## src/core/eirs_regs.svh

```systemverilog
// Register offsets, field positions, reset values and timing counts of the input route selector.
// Assumes an AXI4-Lite slave with 32-bit data, byte addresses and a 125 MHz aclk.
// Functional notes
// - Supply-monitor enable set: channel measures supply, pin and test fields ignored.
// - Monitor off and test field nonzero: test connection applied, pin fields ignored.
// - Test field 11 shorts both differential inputs, giving zero signal.
// - Test field 01 connects the internal DC test reference, positive polarity.
// - Test field 10 connects the same test reference, negative polarity.
// - Test field 00 routes inputs to the pins named by both selection fields.
// - Three channels and pace channel pick any of six pins, changeable live.
// - Supply mode: supply to modulator positive input, reference to negative input.
// - Active-low sample ready pulses once per output period, four oscillator periods.
// - All three channels stay sample-synchronized whatever their filter settings.
`ifndef EIRS_REGS_SVH
`define EIRS_REGS_SVH

`define EIRS_ADDR_W 8
`define EIRS_OFF_ROUTE0 8'h00
`define EIRS_OFF_ROUTE1 8'h04
`define EIRS_OFF_ROUTE2 8'h08
`define EIRS_OFF_PACE 8'h0c
`define EIRS_OFF_SUPPLY 8'h10
`define EIRS_OFF_SHDN 8'h14
`define EIRS_OFF_PERIOD 8'h18
`define EIRS_OFF_STATUS 8'h1c

`define EIRS_ROUTE_W 8
`define EIRS_TEST_SHORT 2'h3
`define EIRS_TEST_POS 2'h1
`define EIRS_TEST_NEG 2'h2
`define EIRS_TEST_OFF 2'h0
`define EIRS_PIN_COUNT 6
`define EIRS_CHAN_COUNT 3

`define EIRS_STAT_READY_BIT 9
`define EIRS_STAT_CNT_LSB 16

`define EIRS_PERIOD_W 16
`define EIRS_PERIOD_RST 16'h0180
`define EIRS_PERIOD_MIN 16'h0008

`define EIRS_CLK_MHZ 125
`define EIRS_OSC_PERIOD_PS 2441406
`define EIRS_OSC_CYC ((`EIRS_OSC_PERIOD_PS * `EIRS_CLK_MHZ) / 1000000)
`define EIRS_READY_OSC 4
`define EIRS_READY_CYC (`EIRS_READY_OSC * `EIRS_OSC_CYC)

`define EIRS_RESP_OKAY 2'h0
`define EIRS_RESP_SLVERR 2'h2

`endif

```

## src/core/eirs_pkg.sv

```systemverilog
// Types shared by the input route selector modules.
// Assumes eirs_regs.svh supplies the field widths.
`include "eirs_regs.svh"

package eirs_pkg;

  typedef enum logic [2:0] {
    EIRS_MODE_PIN,
    EIRS_MODE_SHORT,
    EIRS_MODE_TEST_POS,
    EIRS_MODE_TEST_NEG,
    EIRS_MODE_SUPPLY
  } eirs_mode_e;

  // Software view of one route control byte: pin codes 1 to 6 name a pin, others leave it open.
  typedef struct packed {
    logic [1:0] test_sel;
    logic [2:0] neg_sel;
    logic [2:0] pos_sel;
  } eirs_route_ctl_s;

  // Resolved switch settings of one channel.
  typedef struct packed {
    eirs_mode_e mode;
    logic pos_from_supply;
    logic neg_from_ref;
    logic [`EIRS_PIN_COUNT-1:0] pos_pin;
    logic [`EIRS_PIN_COUNT-1:0] neg_pin;
  } eirs_route_s;

endpackage : eirs_pkg

```

## src/core/eirs_route_dec.sv

```systemverilog
// Priority decoder from one channel's control fields to its switch settings.
// Assumes registered inputs; the result is purely combinational.
`include "eirs_regs.svh"

module eirs_route_dec (
  input wire logic supply_en,
  input eirs_pkg::eirs_route_ctl_s ctl,
  output eirs_pkg::eirs_route_s route
);
  import eirs_pkg::*;

  function automatic logic [`EIRS_PIN_COUNT-1:0] pin_onehot(input logic [2:0] code);
    logic [`EIRS_PIN_COUNT-1:0] hot;
    hot = '0;
    if (code >= 3'h1 && code <= 3'h6) begin
      hot[code - 3'h1] = 1'b1;
    end
    return hot;
  endfunction : pin_onehot

  always_comb begin
    route = '0;
    route.mode = EIRS_MODE_PIN;
    if (supply_en) begin
      route.mode = EIRS_MODE_SUPPLY;
      route.pos_from_supply = 1'b1;
      route.neg_from_ref = 1'b1;
    end else if (ctl.test_sel != `EIRS_TEST_OFF) begin
      unique case (ctl.test_sel)
        `EIRS_TEST_SHORT: route.mode = EIRS_MODE_SHORT;
        `EIRS_TEST_POS: route.mode = EIRS_MODE_TEST_POS;
        default: route.mode = EIRS_MODE_TEST_NEG;
      endcase
    end else begin
      route.pos_pin = pin_onehot(ctl.pos_sel);
      route.neg_pin = pin_onehot(ctl.neg_sel);
    end
  end

endmodule : eirs_route_dec

```

## src/core/eirs_top.sv

```systemverilog
// Register file, route resolution and sample-ready timing of the input route selector.
// Assumes an AXI4-Lite master on aclk and a synchronous active-low reset.
//
// Design decisions made here: the AXI4-Lite interface to the registers and the address map.
`include "eirs_regs.svh"

module eirs_top (
  input wire logic aclk,
  input wire logic aresetn,
  input wire logic [`EIRS_ADDR_W-1:0] s_axi_awaddr,
  input wire logic [2:0] s_axi_awprot,
  input wire logic s_axi_awvalid,
  output logic s_axi_awready,
  input wire logic [31:0] s_axi_wdata,
  input wire logic [3:0] s_axi_wstrb,
  input wire logic s_axi_wvalid,
  output logic s_axi_wready,
  output logic [1:0] s_axi_bresp,
  output logic s_axi_bvalid,
  input wire logic s_axi_bready,
  input wire logic [`EIRS_ADDR_W-1:0] s_axi_araddr,
  input wire logic [2:0] s_axi_arprot,
  input wire logic s_axi_arvalid,
  output logic s_axi_arready,
  output logic [31:0] s_axi_rdata,
  output logic [1:0] s_axi_rresp,
  output logic s_axi_rvalid,
  input wire logic s_axi_rready,
  output eirs_pkg::eirs_route_s [`EIRS_CHAN_COUNT-1:0] chan_route,
  output eirs_pkg::eirs_route_s pace_route,
  output logic [`EIRS_CHAN_COUNT-1:0] amplifier_shutdown,
  output logic sample_ready_n
);
  import eirs_pkg::*;

  localparam logic [8:0] OSC_CYC = 9'(`EIRS_OSC_CYC);
  localparam logic [10:0] READY_CYC = 11'(`EIRS_READY_CYC);

  eirs_route_ctl_s [`EIRS_CHAN_COUNT-1:0] channel_route_control_r;
  eirs_route_ctl_s pace_route_control_r;
  logic [`EIRS_CHAN_COUNT-1:0] supply_monitor_enable_r;
  logic [`EIRS_CHAN_COUNT-1:0] front_end_shutdown_control_r;
  logic [`EIRS_PERIOD_W-1:0] period_r;

  logic aw_held_r;
  logic w_held_r;
  logic [`EIRS_ADDR_W-1:0] aw_addr_r;
  logic [31:0] w_data_r;
  logic [3:0] w_strb_r;
  logic wr_fire;
  logic wr_hit;
  logic [31:0] rd_word;
  logic rd_hit;

  eirs_route_s [`EIRS_CHAN_COUNT-1:0] dec_route;
  eirs_route_s pace_dec;

  logic [8:0] osc_cnt_r;
  logic osc_tick;
  logic [`EIRS_PERIOD_W-1:0] frame_cnt_r;
  logic [`EIRS_PERIOD_W-1:0] period_eff;
  logic frame_start;
  logic [10:0] low_cnt_r;
  logic [15:0] sample_cnt_r;

  // Write address and data channels are taken independently and joined here.
  assign wr_fire = aw_held_r && w_held_r && !s_axi_bvalid;

  always_comb begin
    unique case ({aw_addr_r[`EIRS_ADDR_W-1:2], 2'h0})
      `EIRS_OFF_ROUTE0, `EIRS_OFF_ROUTE1, `EIRS_OFF_ROUTE2, `EIRS_OFF_PACE,
      `EIRS_OFF_SUPPLY, `EIRS_OFF_SHDN, `EIRS_OFF_PERIOD, `EIRS_OFF_STATUS: wr_hit = 1'b1;
      default: wr_hit = 1'b0;
    endcase
  end

  always_ff @(posedge aclk) begin
    if (!aresetn) begin
      s_axi_awready <= 1'b0;
      aw_held_r <= 1'b0;
      aw_addr_r <= '0;
    end else begin
      if (s_axi_awvalid && s_axi_awready) begin
        aw_held_r <= 1'b1;
        aw_addr_r <= s_axi_awaddr;
      end else if (wr_fire) begin
        aw_held_r <= 1'b0;
      end
      if (s_axi_awready) begin
        s_axi_awready <= !s_axi_awvalid;
      end else begin
        s_axi_awready <= !aw_held_r && !s_axi_bvalid;
      end
    end
  end

  always_ff @(posedge aclk) begin
    if (!aresetn) begin
      s_axi_wready <= 1'b0;
      w_held_r <= 1'b0;
      w_data_r <= '0;
      w_strb_r <= '0;
    end else begin
      if (s_axi_wvalid && s_axi_wready) begin
        w_held_r <= 1'b1;
        w_data_r <= s_axi_wdata;
        w_strb_r <= s_axi_wstrb;
      end else if (wr_fire) begin
        w_held_r <= 1'b0;
      end
      if (s_axi_wready) begin
        s_axi_wready <= !s_axi_wvalid;
      end else begin
        s_axi_wready <= !w_held_r && !s_axi_bvalid;
      end
    end
  end

  always_ff @(posedge aclk) begin
    if (!aresetn) begin
      s_axi_bvalid <= 1'b0;
      s_axi_bresp <= `EIRS_RESP_OKAY;
    end else if (wr_fire) begin
      s_axi_bvalid <= 1'b1;
      s_axi_bresp <= wr_hit ? `EIRS_RESP_OKAY : `EIRS_RESP_SLVERR;
    end else if (s_axi_bvalid && s_axi_bready) begin
      s_axi_bvalid <= 1'b0;
    end
  end

  // Route fields may be rewritten at any time; the new path takes effect two edges later.
  always_ff @(posedge aclk) begin
    if (!aresetn) begin
      channel_route_control_r <= '0;
      pace_route_control_r <= '0;
      supply_monitor_enable_r <= '0;
      front_end_shutdown_control_r <= '0;
      period_r <= `EIRS_PERIOD_RST;
    end else if (wr_fire) begin
      unique case ({aw_addr_r[`EIRS_ADDR_W-1:2], 2'h0})
        `EIRS_OFF_ROUTE0: if (w_strb_r[0]) channel_route_control_r[0] <= w_data_r[7:0];
        `EIRS_OFF_ROUTE1: if (w_strb_r[0]) channel_route_control_r[1] <= w_data_r[7:0];
        `EIRS_OFF_ROUTE2: if (w_strb_r[0]) channel_route_control_r[2] <= w_data_r[7:0];
        `EIRS_OFF_PACE: if (w_strb_r[0]) pace_route_control_r <= w_data_r[7:0];
        `EIRS_OFF_SUPPLY: if (w_strb_r[0]) supply_monitor_enable_r <= w_data_r[2:0];
        `EIRS_OFF_SHDN: if (w_strb_r[0]) front_end_shutdown_control_r <= w_data_r[2:0];
        `EIRS_OFF_PERIOD: begin
          if (w_strb_r[0]) period_r[7:0] <= w_data_r[7:0];
          if (w_strb_r[1]) period_r[15:8] <= w_data_r[15:8];
        end
        default: begin
        end
      endcase
    end
  end

  always_comb begin
    rd_word = '0;
    rd_hit = 1'b1;
    unique case ({s_axi_araddr[`EIRS_ADDR_W-1:2], 2'h0})
      `EIRS_OFF_ROUTE0: rd_word[7:0] = channel_route_control_r[0];
      `EIRS_OFF_ROUTE1: rd_word[7:0] = channel_route_control_r[1];
      `EIRS_OFF_ROUTE2: rd_word[7:0] = channel_route_control_r[2];
      `EIRS_OFF_PACE: rd_word[7:0] = pace_route_control_r;
      `EIRS_OFF_SUPPLY: rd_word[2:0] = supply_monitor_enable_r;
      `EIRS_OFF_SHDN: rd_word[2:0] = front_end_shutdown_control_r;
      `EIRS_OFF_PERIOD: rd_word[15:0] = period_r;
      `EIRS_OFF_STATUS: begin
        rd_word[2:0] = chan_route[0].mode;
        rd_word[5:3] = chan_route[1].mode;
        rd_word[8:6] = chan_route[2].mode;
        rd_word[`EIRS_STAT_READY_BIT] = sample_ready_n;
        rd_word[31:`EIRS_STAT_CNT_LSB] = sample_cnt_r;
      end
      default: rd_hit = 1'b0;
    endcase
  end

  always_ff @(posedge aclk) begin
    if (!aresetn) begin
      s_axi_arready <= 1'b0;
      s_axi_rvalid <= 1'b0;
      s_axi_rdata <= '0;
      s_axi_rresp <= `EIRS_RESP_OKAY;
    end else begin
      if (s_axi_arvalid && s_axi_arready) begin
        s_axi_rvalid <= 1'b1;
        s_axi_rdata <= rd_word;
        s_axi_rresp <= rd_hit ? `EIRS_RESP_OKAY : `EIRS_RESP_SLVERR;
      end else if (s_axi_rvalid && s_axi_rready) begin
        s_axi_rvalid <= 1'b0;
      end
      if (s_axi_arready) begin
        s_axi_arready <= !s_axi_arvalid;
      end else begin
        s_axi_arready <= !s_axi_rvalid;
      end
    end
  end

  for (genvar ch = 0; ch < `EIRS_CHAN_COUNT; ch++) begin : g_chan
    eirs_route_dec u_dec (
      .supply_en(supply_monitor_enable_r[ch]),
      .ctl(channel_route_control_r[ch]),
      .route(dec_route[ch])
    );
  end

  // The pace channel has no test or supply path, only free pin choice.
  eirs_route_dec u_pace_dec (
    .supply_en(1'b0),
    .ctl({`EIRS_TEST_OFF, pace_route_control_r.neg_sel, pace_route_control_r.pos_sel}),
    .route(pace_dec)
  );

  always_ff @(posedge aclk) begin
    if (!aresetn) begin
      chan_route <= '0;
      pace_route <= '0;
    end else begin
      chan_route <= dec_route;
      pace_route <= pace_dec;
    end
  end

  // Shutdown is held as written; pairing it with supply monitoring is the host's duty.
  always_ff @(posedge aclk) begin
    if (!aresetn) begin
      amplifier_shutdown <= '0;
    end else begin
      amplifier_shutdown <= front_end_shutdown_control_r;
    end
  end

  // One oscillator-rate tick and one frame counter serve every channel, so they cannot drift.
  assign osc_tick = (osc_cnt_r == OSC_CYC - 9'h1);
  assign period_eff = (period_r < `EIRS_PERIOD_MIN) ? `EIRS_PERIOD_MIN : period_r;
  assign frame_start = osc_tick && (frame_cnt_r == period_eff - 16'h1);

  always_ff @(posedge aclk) begin
    if (!aresetn) begin
      osc_cnt_r <= '0;
    end else begin
      osc_cnt_r <= osc_tick ? 9'h0 : osc_cnt_r + 9'h1;
    end
  end

  always_ff @(posedge aclk) begin
    if (!aresetn) begin
      frame_cnt_r <= '0;
      sample_cnt_r <= '0;
    end else if (osc_tick) begin
      frame_cnt_r <= (frame_cnt_r >= period_eff - 16'h1) ? 16'h0 : frame_cnt_r + 16'h1;
      if (frame_start) begin
        sample_cnt_r <= sample_cnt_r + 16'h1;
      end
    end
  end

  always_ff @(posedge aclk) begin
    if (!aresetn) begin
      low_cnt_r <= '0;
      sample_ready_n <= 1'b1;
    end else if (frame_start) begin
      low_cnt_r <= READY_CYC - 11'h1;
      sample_ready_n <= 1'b0;
    end else if (low_cnt_r != 11'h0) begin
      low_cnt_r <= low_cnt_r - 11'h1;
    end else begin
      sample_ready_n <= 1'b1;
    end
  end

  logic [11:0] low_len_r;

  always_ff @(posedge aclk) begin
    if (!aresetn) begin
      low_len_r <= '0;
    end else begin
      low_len_r <= sample_ready_n ? 12'h0 : low_len_r + 12'h1;
    end
  end

  ready_width_a: assert property (@(posedge aclk) disable iff (!aresetn)
    $rose(sample_ready_n) |-> $past(low_len_r) == 12'(READY_CYC) - 12'h1)
    else $error("sample ready low time wrong");

  ready_cause_a: assert property (@(posedge aclk) disable iff (!aresetn)
    $fell(sample_ready_n) |-> $past(frame_start) && sample_cnt_r == $past(sample_cnt_r) + 16'h1)
    else $error("sample ready not tied to frame");

  supply_mode_a: assert property (@(posedge aclk) disable iff (!aresetn)
    supply_monitor_enable_r[0] |=> chan_route[0].mode == EIRS_MODE_SUPPLY
      && chan_route[0].pos_pin == '0 && chan_route[0].neg_pin == '0)
    else $error("supply mode not taken");

  supply_path_a: assert property (@(posedge aclk) disable iff (!aresetn)
    chan_route[1].mode == EIRS_MODE_SUPPLY |-> chan_route[1].pos_from_supply
      && chan_route[1].neg_from_ref && $past(supply_monitor_enable_r[1]))
    else $error("supply path wrong");

  test_short_a: assert property (@(posedge aclk) disable iff (!aresetn)
    !supply_monitor_enable_r[2] && channel_route_control_r[2].test_sel == `EIRS_TEST_SHORT
      |=> chan_route[2].mode == EIRS_MODE_SHORT && chan_route[2].pos_pin == '0)
    else $error("short test not applied");

  test_pos_a: assert property (@(posedge aclk) disable iff (!aresetn)
    !supply_monitor_enable_r[0] && channel_route_control_r[0].test_sel == `EIRS_TEST_POS
      |=> chan_route[0].mode == EIRS_MODE_TEST_POS)
    else $error("positive test not applied");

  test_neg_a: assert property (@(posedge aclk) disable iff (!aresetn)
    !supply_monitor_enable_r[1] && channel_route_control_r[1].test_sel == `EIRS_TEST_NEG
      |=> chan_route[1].mode == EIRS_MODE_TEST_NEG && chan_route[1].neg_pin == '0)
    else $error("negative test not applied");

  test_prio_a: assert property (@(posedge aclk) disable iff (!aresetn)
    chan_route[0].mode inside {EIRS_MODE_SHORT, EIRS_MODE_TEST_POS, EIRS_MODE_TEST_NEG}
      |-> chan_route[0].pos_pin == '0 && chan_route[0].neg_pin == '0)
    else $error("pins routed during test");

  pin_route_a: assert property (@(posedge aclk) disable iff (!aresetn)
    !supply_monitor_enable_r[0] && channel_route_control_r[0] == 8'h11
      |=> chan_route[0].pos_pin == 6'h01 && chan_route[0].neg_pin == 6'h02)
    else $error("pin route wrong");

  pace_route_a: assert property (@(posedge aclk) disable iff (!aresetn)
    pace_route_control_r.pos_sel == 3'h6 |=> pace_route.pos_pin == 6'h20)
    else $error("pace pin route wrong");

  bresp_hold_a: assert property (@(posedge aclk) disable iff (!aresetn)
    s_axi_bvalid && !s_axi_bready |=> s_axi_bvalid && $stable(s_axi_bresp))
    else $error("write response dropped");

  rdata_hold_a: assert property (@(posedge aclk) disable iff (!aresetn)
    s_axi_rvalid && !s_axi_rready |=> s_axi_rvalid && $stable(s_axi_rdata))
    else $error("read data dropped");

endmodule : eirs_top
```

## config.mk

```make
export PLATFORM = sky130hd
export DESIGN_NAME = eirs_top
export DESIGN_NICKNAME = d
export VERILOG_FILES = /design/src/core/eirs_pkg.sv /design/src/core/eirs_route_dec.sv /design/src/core/eirs_top.sv
export VERILOG_INCLUDE_DIRS = /design/src /design/src/core
export SDC_FILE = /design/constraint.sdc
export NUM_CORES = 1
export LEC_CHECK = 0
export BUFFER_PORTS_ARGS = -buffer_cell sky130_fd_sc_hd__buf_2
export CAP_MARGIN = 20
export CORE_MARGIN = 5
export CORE_UTILIZATION = 50
export CTS_BUF_LIST = sky130_fd_sc_hd__clkbuf_16
export DETAILED_ROUTE_END_ITERATION = 8
export PLACE_DENSITY = 0.74
export SETUP_SLACK_MARGIN = 0.2
export SLEW_MARGIN = 0
export SYNTH_ARGS = -nofsm -noshare
export SYNTH_HDL_FRONTEND = slang
export SYNTH_SLANG_ARGS = --single-unit
```

## constraint.sdc

```tcl
create_clock -name aclk -period 13 [get_ports aclk]
set_input_delay 0 -clock aclk [delete_from_list [all_inputs] [get_ports aclk]]
set_output_delay 0 -clock aclk [all_outputs]
set_load 0.1 [all_outputs]
```

# Word-level counts from Yosys, hierarchy flattened
# Memories as Yosys holds them, arrays and structs flattened. A register that Yosys moved wholly into a read port is not among the register bits.
# Cells that the tools add are included.
totals:
  regBits: 247
  latchBits: 0
  ramBits: 0
  romBits: 32
  inputBits: 65
  mem_count: 1
memory_table:
  columns: ["name", "words", "word_bits", "read_ports", "rd_ports_with_merged_regs", "wr", "line", "text"]
  rows:
  - ["(name not given)", 32, 1, 1, 1, 0, "eirs_top.sv:70", "unique case ({aw_addr_r[`EIRS_ADDR_W-1:2], 2'h0})"]
classes:
  add_sub_neg: 13
  mul: 0
  div_mod_pow: 0
  n_lt_le_gt_ge: 34
  eq_ne: 22
  shifts: 0
  n_mux: 55
  n_bitwise: 10
  reduce_logical: 68
ops:
  columns: ["operator", "n"]
  rows:
  - ["3-bit by 1-bit greater-or-equal comparator with 1-bit output (second input constant)", 16]
  - ["16-bit 2-to-1 mux", 3]
  - ["6-bit by 3-bit equality test with 1-bit output (second input constant)", 7]
  - ["16-bit by 1-bit adder with 16-bit output (second input constant)", 2]
  - ["3-bit by 4-bit less-than comparator with 1-bit output (second input constant)", 8]
  - ["5-bit case mux with 6 select lines", 1]
  - ["1-bit logical AND", 26]
  - ["1-bit demux with 3-bit select", 8]
  - ["6-bit by 2-bit equality test with 1-bit output (second input constant)", 4]
  - ["3-bit <= comparator (second input constant)", 8]
  - ["3-bit case mux with 8 select lines", 1]
  - ["3-bit AND reduction", 8]
  - ["4-bit OR reduction", 6]
  - ["3-bit by 1-bit subtractor with 3-bit output (second input constant)", 8]
  - ["1-bit 2-to-1 mux", 22]
  - ["11-bit 2-to-1 mux", 2]
  - ["3-bit 2-to-1 mux", 6]
  - ["16-bit equality test", 1]
  - ["16-bit greater-or-equal comparator", 1]
  - ["16-bit by 4-bit less-than comparator with 1-bit output (second input constant)", 1]
  - ["2-bit case mux with 2 select lines", 4]
  - ["2-bit nonzero test", 8]
  - ["16-bit by 1-bit subtractor with 16-bit output (second input constant)", 1]
  - ["6-bit by 1-bit equality test with 1-bit output (second input constant)", 2]
  - ["other kinds (18)", 48]

# Logic depth before layout (Yosys ltp)
# Gate-level depths: netlist of run 1.
logic_depth:
  ltp_word: 6
  mapped_depth: 17

# By module
# From an unflattened synthesis of run 1, not the netlist that was laid out.
hier_totals:
  cells_unflattened: 1200
  area_unflattened_um2: 11198.2
by_module_without_submodules:
  columns: ["module", "instances", "cells_per_inst", "area_each_um2"]
  rows:
  - ["eirs_top", 1, 1009, 9799.4]
  - ["eirs_route_dec at g_chan[0].u_dec ...", 3, 47, 340.3]
  - ["eirs_route_dec at u_pace_dec", 1, 50, 377.9]

# Worst setup path before layout of run 1
# Ideal clock, no wire load.
synth_timing:
  path_kind: "flip-flop to flip-flop"
  start: "register period_r[11]"
  end: "register sample_cnt_r[14]"
  setup_ns: 0.131
  arrival_time_ns: 4.094
  required_ns: 12.869
  setup_slack_ns: 8.774
  stages_incl_launch_ff: 18
  synth_period_minus_slack_ns: 4.226
  path_cell_list: "dfxtp_1 -> or4_1 -> nor3_1 -> nand3_1 -> o21ai_0 -> ha_1 -> nor3b_1 -> nand4_1 -> nor3_1 -> xnor2_1 -> ha_1 -> nand4_2 -> or3_1 -> buf_6 -> or2_4 -> buf_6 -> o311ai_2 -> o41ai_2"
synth_via:
  elab_chain_len: 6
synth_rtl:
  columns: ["element", "line", "text"]
  rows:
  - ["start, declared", "eirs_top.sv:43", "logic [`EIRS_PERIOD_W-1:0] period_r;"]
  - ["start signal, assigned", "eirs_top.sv:138", "period_r <= `EIRS_PERIOD_RST;"]
  - ["start signal, assigned", "eirs_top.sv:149", "if (w_strb_r[1]) period_r[15:8] <= w_data_r[15:8];"]
  - ["16-bit by 4-bit less-than comparator with 1-bit output (no line)", null, null]
  - ["16-bit 2-to-1 mux *", "eirs_top.sv:237", "assign period_eff = (period_r < `EIRS_PERIOD_MIN) ? `EIRS_PERIOD_MIN : period_r;"]
  - ["16-bit by 1-bit subtractor with 16-bit output *", "eirs_top.sv:238", "assign frame_start = osc_tick && (frame_cnt_r == period_eff - 16'h1);"]
  - ["16-bit equality test *", "eirs_top.sv:238", null]
  - ["1-bit logical AND *", "eirs_top.sv:238", null]
  - ["2-bit AND reduction (no line) *", null, null]
  - ["end signal, assigned", "eirs_top.sv:255", "sample_cnt_r <= sample_cnt_r + 16'h1;"]
  - ["end, declared", "eirs_top.sv:64", "logic [15:0] sample_cnt_r;"]
# Mark *: on every way between the ends. The rest lies on a longest branch, timed or not.
# A chain may end at the register's enable or synchronous reset.

# Worst setup path in the final report of run 1
layout_timing:
  start: "register period_r[11]"
  end: "register frame_cnt_r[13]"
layout_via:
  elab_chain_len: 5
layout_rtl:
  columns: ["element", "line", "text"]
  rows:
  - ["16-bit by 4-bit less-than comparator with 1-bit output (no line)", null, null]
  - ["16-bit 2-to-1 mux *", "eirs_top.sv:237", null]
  - ["16-bit by 1-bit subtractor with 16-bit output *", "eirs_top.sv:253", "frame_cnt_r <= (frame_cnt_r >= period_eff - 16'h1) ? 16'h0 : frame_cnt_r + 16'h1;"]
  - ["16-bit greater-or-equal comparator *", "eirs_top.sv:253", null]
  - ["16-bit 2-to-1 mux *", "eirs_top.sv:253", null]
  - ["end signal, assigned", "eirs_top.sv:253", null]
  - ["end, declared", "eirs_top.sv:60", "logic [`EIRS_PERIOD_W-1:0] frame_cnt_r;"]
# Marked as above.

==> impl_metrics.toml, run 1 <==
[run_status]
status = "finished, final reports clean"

[synthesis]
synth.most_common_cell = "sky130_fd_sc_hd__dfxtp_1"
synth.top_cells.by_count = "sky130_fd_sc_hd__dfxtp_1 (232), sky130_fd_sc_hd__nor2_1 (162), sky130_fd_sc_hd__nand2_1 (105)"
yosysWarnings = 0
syn_avg_cell_area_um2 = 9.26
post_synth_edffs = 0
post_synth_num_cell_types = 64
synth_ff_type = "sky130_fd_sc_hd__dfxtp_1"
yosys.area.top_type = "sky130_fd_sc_hd__dfxtp_1"
synth_top_cells_by_area = "sky130_fd_sc_hd__dfxtp_1 (46%), sky130_fd_sc_hd__mux2i_1 (6.2%), sky130_fd_sc_hd__nor2_1 (6.1%)"
ys_async_sr_fraction_pct = 0
synthesized_instance_count = 1081
synth.cell_area_um2 = 10000
postSynthRegisterBits = 232
yosysSeqAreaShare_pct = 46.4
yosysTopAreaCellShare_pct = 46.4

[timing]
setup_viol = 0
rsz0062_at_grt = "no"
max_freq_ghz = 0.198
finalMaxSlewViolations = 0
final.min_clock_period_ns = 5.05
final_min_period_over_clock_period_pct = 38.8
worst_slew_pin_slew_ns = 0.954
final_hold_viol_count = 0
headroom_to_the_max_slew_limit_pct = 35.9
fin_tns_setup_ns = 0
max_clock_skew_ns = 0.0267

[clock_network]
buffers_from_clock_root_to_sink_at_most = 3
postCtsHoldBufs = 39
clk_latency_ns = 0.53
tritoncts_num_sinks = 232
cts.htree.levels = 1
cts.repair_timing.setup_buffer_count = 0
clock_tree_from_tritoncts = "built"
clk_transition_reported_paths_ns = 0.06
ctsResizeCount = 0
cts.root.buffer_cell = "sky130_fd_sc_hd__clkbuf_16"
cts-buffers-inserted = 24

[power_and_ir_drop]
ir_worst_vdd_uv = 95.2
powerDensity_nw_per_um2 = 127
static-leakage-power_nw = 5.13

[routing]
final_antenna_net_count = 0
vias = 8136
via_per_inst = 5.32
remaining_drc_errors = 0
initialDrtViolationCount = 481
drt_pre_antenna_iters = 5
drt-wirelength-per-cell_um = 15.5
routed_wl_um = 23700

[critical_path]
critical-path-max-stage-delay_ns = 0.60
critical_path_buf_inv_count = 0
cp_cell_sequence = "or4_1, nor3_1, nand3_1, o21ai_0, ha_1, nor3b_1, nand4_1, nor3_1, xnor2_1, ha_1, nand4_2, or3_1, nor4_1, o41a_2, nor2_1"
worstPathRequired_ns = 13.39
worst-setup-path-type = "flop to flop"
critPathTopFamily = "simple AND/OR/NAND/NOR gates"
crit_path_start_kind = "flop"
cp.arrival_ns = 5.43
critPathSlowestCell = "sky130_fd_sc_hd__or4_1"
crit_path_max_fanout = 16
worst_setup_path_end_kind = "flop"

[final_layout]
diodes = 0
area_growth_pct = 19.3
regArea_um2 = 4640
ratio_of_cells_with_drive_above_1_in_the_final_layout_pct = 16.9
fillerInstances = 1630
finish.utilization_pct = 60.9
layout.nets = 1357
multiInputGateArea_um2 = 4950

[floorplan]
initial_core_util_pct = 51.1
floorplan.die.height_um = 151
io-pin-count = 178
floorplan.die.width_um = 151
core-area_um2 = 19600
row_count = 51
dieArea_um2 = 22900

[placement]
routabilityCongestion = 0.822
dp.final_hpwl_um = 16400
portBuffers = 142

[grt]
grt_util_all_layers_pct = 20.5
first_pass_grt_wire_length_um = 38100
antenna_violations_before_repair = 0
grt_overflow = 0
largest_net_degree_at_the_start_of_global_routing = 75
via_count_of_the_first_global_routing_pass = 7631

[worst_hold_path]
timing.hold.worst.class = "input pin to flop"

[flow_run]
max_cap_violations = 0
[cells in the final DEF, fill, tap and decap left out, types with 3 or more instances in the layout]
| cell | instances |
|---|---|
| sky130_fd_sc_hd__clkbuf_16 | 24 |
| sky130_fd_sc_hd__nand2_1 | 105 |
| sky130_fd_sc_hd__and2_1 | 10 |
| sky130_fd_sc_hd__nor2b_1 | 3 |
| sky130_fd_sc_hd__a22o_1 | 22 |
| sky130_fd_sc_hd__inv_1 | 45 |
| sky130_fd_sc_hd__nand4_1 | 17 |
| sky130_fd_sc_hd__conb_1 | 7 |
| sky130_fd_sc_hd__and4_1 | 5 |
| sky130_fd_sc_hd__a21oi_1 | 53 |
| sky130_fd_sc_hd__clkinv_2 | 6 |
| sky130_fd_sc_hd__buf_4 | 5 |
| sky130_fd_sc_hd__o311ai_1 | 3 |
| sky130_fd_sc_hd__nand2b_1 | 11 |
| sky130_fd_sc_hd__nor3_1 | 49 |
| sky130_fd_sc_hd__ha_1 | 46 |
| sky130_fd_sc_hd__dfxtp_1 | 232 |
| sky130_fd_sc_hd__buf_2 | 142 |
| sky130_fd_sc_hd__mux2i_1 | 62 |
| sky130_fd_sc_hd__and3_1 | 5 |
| sky130_fd_sc_hd__clkinv_1 | 7 |
| sky130_fd_sc_hd__xnor2_1 | 32 |
| sky130_fd_sc_hd__a22oi_1 | 4 |
| sky130_fd_sc_hd__o41ai_1 | 3 |
| sky130_fd_sc_hd__nor3b_1 | 4 |
| sky130_fd_sc_hd__nand3_1 | 24 |
| sky130_fd_sc_hd__or2_2 | 4 |
| sky130_fd_sc_hd__nand3b_1 | 3 |
| sky130_fd_sc_hd__o21ai_0 | 24 |
| sky130_fd_sc_hd__mux4_2 | 10 |
| sky130_fd_sc_hd__nor4_1 | 11 |
| sky130_fd_sc_hd__nor2_1 | 162 |
| sky130_fd_sc_hd__dlygate4sd3_1 | 39 |
| sky130_fd_sc_hd__or3_1 | 16 |
| sky130_fd_sc_hd__xor2_1 | 24 |
[cells by family after synthesis]
logic type	share of synthesized area, %
adders and majority gates	5.75
xor gates and xnor gates	4.90
buffers and inverters	4.39
muxes	8.68
AOI/OAI and AO/OA	8.66
DFF	46.4
and+or+nand+nor	21.2
other	0.0375
[sequential cells by signal, summed over array words and instances, names as in the netlist, 2 cells and up]
register and count:
aw_addr_r 6, front_end_shutdown_control_r 3, pace_route 12, w_data_r 16
frame_cnt_r 16, w_strb_r 2, amplifier_shutdown 3, s_axi_rdata 32
pace_route_control_r 8, period_r 16, osc_cnt_r 9, channel_route_control_r 24
chan_route 45, sample_cnt_r 16, low_cnt_r 11, supply_monitor_enable_r 3
[layout make-up]
class / instances / area share, %
inverters: 44 / 1.38
clock buffers: 24 / 5.03
well taps: 265 / 2.78
clock inverters: 19 / 0.870
repair buffers: 186 / 9.54
flip-flops and latches: 232 / 38.9
multi-input cells: 758 / 41.5
[metal layers]
layer	global-route usage [%]	wire, um
met2	33.1	10700
met4	5.35	472
met5	0	0
met3	4.46	1850
met1	27.9	10700
[worst min-delay path, cell delays in order]
cell and delay [ns]:
sky130_fd_sc_hd__buf_2 0.09, sky130_fd_sc_hd__nor3_1 0.10, sky130_fd_sc_hd__nand2_1 0.12, sky130_fd_sc_hd__nor2_1 0.06, sky130_fd_sc_hd__a21oi_1 0.11, sky130_fd_sc_hd__nor2_1 0.05
[through the flow]
step           instance area (um^2)  total power, mW  hold WS [ns]  instances  setup slack [ns]
2_1_floorplan                 10000            0.873         0.136       1087              8.77
3_3_place_gp                  10800            0.898         0.247       1446              8.14
3_5_place_dp                  10800            0.901         0.248       1446              8.00
4_1_cts                       11900             1.52       0.00442       1528              7.98
5_1_grt                       11900             1.58        0.0794       1528              7.50
6_report                      11900             1.52        0.0245       1528              7.95
[power by group]
part	switching, mW	total (mW)	internal (mW)
registers	0.0181	0.748	0.730
clock network	0.282	0.619	0.337
logic	0.0982	0.150	0.0520
total	0.399	1.52	1.12
[path summary, 6_finish.rpt]
path | from | endpoint | slack, ns | cells past startpoint
min reg2reg | w_data_r[13] | w_data_r[13] | 0.46 | 2
max reg2reg | period_r[11] | frame_cnt_r[13] | 7.95 | 15
min | s_axi_araddr[5] | s_axi_rdata[1] | 0.02 | 6
max | period_r[11] | frame_cnt_r[13] | 7.95 | 15
No activity file was read; power rests on OpenSTA's default activity.
==> run 2, diff against run 1 <==
--- a/config.mk
+++ b/config.mk
@@ -12,7 +12,7 @@
 export CORE_UTILIZATION = 50
 export CTS_BUF_LIST = sky130_fd_sc_hd__clkbuf_16
 export DETAILED_ROUTE_END_ITERATION = 8
-export PLACE_DENSITY = 0.74
+export PLACE_DENSITY = 0.76
 export SETUP_SLACK_MARGIN = 0.2
 export SLEW_MARGIN = 0
 export SYNTH_ARGS = -nofsm -noshare
==> constraint.sdc (replaced) <==
create_clock -name aclk -period 4 [get_ports aclk]
set_input_delay 0 -clock aclk [delete_from_list [all_inputs] [get_ports aclk]]
set_output_delay 0 -clock aclk [all_outputs]
set_load 0.1 [all_outputs]
==> run 2 against run 1 <==
  * Global-route usage up 0.81 points
  * Via count rose by 2.7%
  * Critical path depth did not move
  * Sequential power rose to 3.2 times the previous value
  * Non-clock buffer count up 30
  * Maximum frequency grew 29%
  * Cell count grew 1.8%
  * Critical path type unchanged
  * Largest cell class unchanged
  * Largest power group unchanged
==> impl_metrics.toml, run 2 (synthesis results as in run 1) <==
[critical_path]
worstPathRequired_ns = 4.44
critical_path_buf_inv_count = 0
critPathSlowestCell = "sky130_fd_sc_hd__or4_4"
worst-setup-path-type = "flop to flop"
cp.arrival_ns = 4.35
crit_cells = 15
crit_path_start_kind = "flop"
startpoint = "period_r[10]"
ff2ff_path_depth = 15
worst_setup_path_end_kind = "flop"
critical-path-max-stage-delay_ns = 0.55
r2r_setup_slack_ns = 0.09
crit_path_max_fanout = 5
rr_endpoint = "sample_cnt_r[15]"
critPathTopFamily = "simple AND/OR/NAND/NOR gates"
rr_startpoint = "period_r[10]"
worst_setup_path_endpoint = "sample_cnt_r[15]"
cp_cell_sequence = "or4_4, nor3_4, nand3_2, o21ai_2, ha_2, nor3b_4, nand4_1, nor2_1, xnor2_1, ha_1, nand4_2, or3_4, or2_4, nor4_4, mux2i_1"

[timing]
headroom_to_the_max_slew_limit_pct = 34.0
final_hold_viol_count = 0
max_freq_ghz = 0.256
final_min_period_over_clock_period_pct = 97.7
finalMaxSlewViolations = 0
final.min_clock_period_ns = 3.91
max_clock_skew_ns = 0.0138
fin_tns_setup_ns = 0
worst_slew_pin_slew_ns = 0.990
setup_viol = 0
setup_slack_ns = 0.0935
rsz0062_at_grt = "yes"

[clock_network]
cts.root.buffer_cell = "sky130_fd_sc_hd__clkbuf_16"
cts-buffers-inserted = 24
clk_transition_reported_paths_ns = 0.06
clock_tree_from_tritoncts = "built"
clk_latency_ns = 0.51
buffers_from_clock_root_to_sink_at_most = 3
tritoncts_num_sinks = 232
cts.htree.levels = 1

[floorplan]
dieArea_um2 = 22900
floorplan.die.height_um = 151
row_count = 51
io-pin-count = 178
core-area_um2 = 19600
initial_core_util_pct = 51.1
floorplan.die.width_um = 151

[power_and_ir_drop]
powerDensity_nw_per_um2 = 393
share_comb_of_total_power_pct = 10.5
share_seq_of_total_power_pct = 49.6
static-leakage-power_nw = 5.44
ir_worst_vdd_uv = 324
switching_share_pct = 25.2
clockPowerShare_pct = 39.9
power_switching_mw = 1.23
cell_internal_pwr_mw = 3.67

[grt]
grt_util_all_layers_pct = 21.3
first_pass_grt_wire_length_um = 39800
via_count_of_the_first_global_routing_pass = 8064
antenna_violations_before_repair = 0
grt_overflow = 0
largest_net_degree_at_the_start_of_global_routing = 90

[placement]
portBuffers = 142
area_after_dpl_um2 = 11000
dpl.cell_count = 1464
dp_worst_setup_slack_ns = -0.101
dp.final_hpwl_um = 16900
routabilityCongestion = 0.821

[routing]
drt-wirelength-per-cell_um = 16.0
drt_pre_antenna_iters = 5
routed_wl_um = 25000
via_per_inst = 5.37
remaining_drc_errors = 0
final_antenna_net_count = 0
initialDrtViolationCount = 471
vias = 8352

[final_layout]
diodes = 0
largest_reg_flops = 45
area_growth_pct = 24.9
biggestRegsByFlops = "chan_route x45, s_axi_rdata x32, channel_route_control_r x24"
ratio_of_cells_with_drive_above_1_in_the_final_layout_pct = 20.9
mostFrequentLayoutCell = "sky130_fd_sc_hd__dfxtp_1"
stdcell_area_um2 = 12500
final_cell_mix = "sky130_fd_sc_hd__dfxtp_1 (231), sky130_fd_sc_hd__nor2_1 (162), sky130_fd_sc_hd__buf_2 (142)"
layout.nets = 1388
max_flop_register = "chan_route"
post_layout_nonfiller_instances = 1556

[flow_run]
max_cap_violations = 0

[run_status]
status = "finished, final reports clean"

[worst_hold_path]
timing.hold.worst.class = "input pin to flop"
run 2: changes by cell type in the layout (fill, tap and decap cells not counted), moves of 4 or more:
cell / previous run / this run
sky130_fd_sc_hd__buf_4: 5 / 28
sky130_fd_sc_hd__buf_6: 0 / 4
sky130_fd_sc_hd__nor4_1: 11 / 5
sky130_fd_sc_hd__nor4_4: 0 / 6
sky130_fd_sc_hd__a21oi_2: 0 / 4
sky130_fd_sc_hd__a21oi_1: 53 / 49
sky130_fd_sc_hd__nor3_1: 49 / 45
run 2: power by group through the flow:
stage	registers [mW]	clock network, mW	logic, mW
final	2.43	1.96	0.514
after CTS	2.43	2.00	0.479
after detailed placement	2.48	0	0.449
after global placement	2.48	0	0.441
after floorplan	2.53	0	0.309
after global routing	2.44	2.11	0.565
run 2: cell type report:
class                   count  area, um^2
clock inverters            15        61.3
fillers                  1579        7090
multi-input cells         759        5270
well taps                 265         332
repair buffers            216        1400
inverters                  44         165
flip-flops and latches    232        4650
clock buffers              25         626
run 2: repair_timing:
item | 4_1_cts | 5_1_grt
buffers inserted | 4 | 7
cloned | 1 | 0
setup endpoints to repair | 42 | 44
gates resized for setup | 21 | 24
endpoints found under the hold margin | 45 | 0
pin swaps | 16 | 4
hold buffers | 40 | 0
run 2: worst min-delay path by stage:
stage,start,cells past startpoint,to,slack [ns]
2_1_floorplan,s_axi_wdata[10],2,w_data_r[10],0.14
3_3_place_gp,s_axi_wdata[12],3,w_data_r[12],0.24
3_5_place_dp,s_axi_wdata[12],3,w_data_r[12],0.25
4_1_cts,s_axi_araddr[4],5,s_axi_rdata[0],0.05
5_1_grt,s_axi_araddr[3],3,s_axi_rdata[4],0.09
6_report,s_axi_araddr[4],5,s_axi_rdata[0],0.06
run 2: per-layer routing:
layer,GRT usage [%],routed length [um],up-vias
met1,28.5,10800,3939
met5,0,0,-
met3,3.72,1740,45
met2,35.3,11800,269
li1,-,-,4099
met4,6.30,631,0
run 2: worst reg2reg max path, delay by kind of cell (launching register included):
family	cells	cell delay (ns)
flops	1	0.31
xor+xnor	1	0.09
mux	1	0.20
fa+ha+maj	2	0.52
simple gates	10	2.53
compound gates	1	0.20
run 2: through the flow:
| step | total power, mW | hold slack, ns | util, % |
|---|---|---|---|
| CTS | 4.91 | 0.0481 | 62.9 |
| global placement | 2.92 | 0.244 | 56.4 |
| finish | 4.91 | 0.0645 | 63.8 |
| floorplan | 2.84 | 0.136 | - |
| detailed placement | 2.93 | 0.247 | 56.4 |
| global route | 5.11 | 0.0876 | 63.8 |
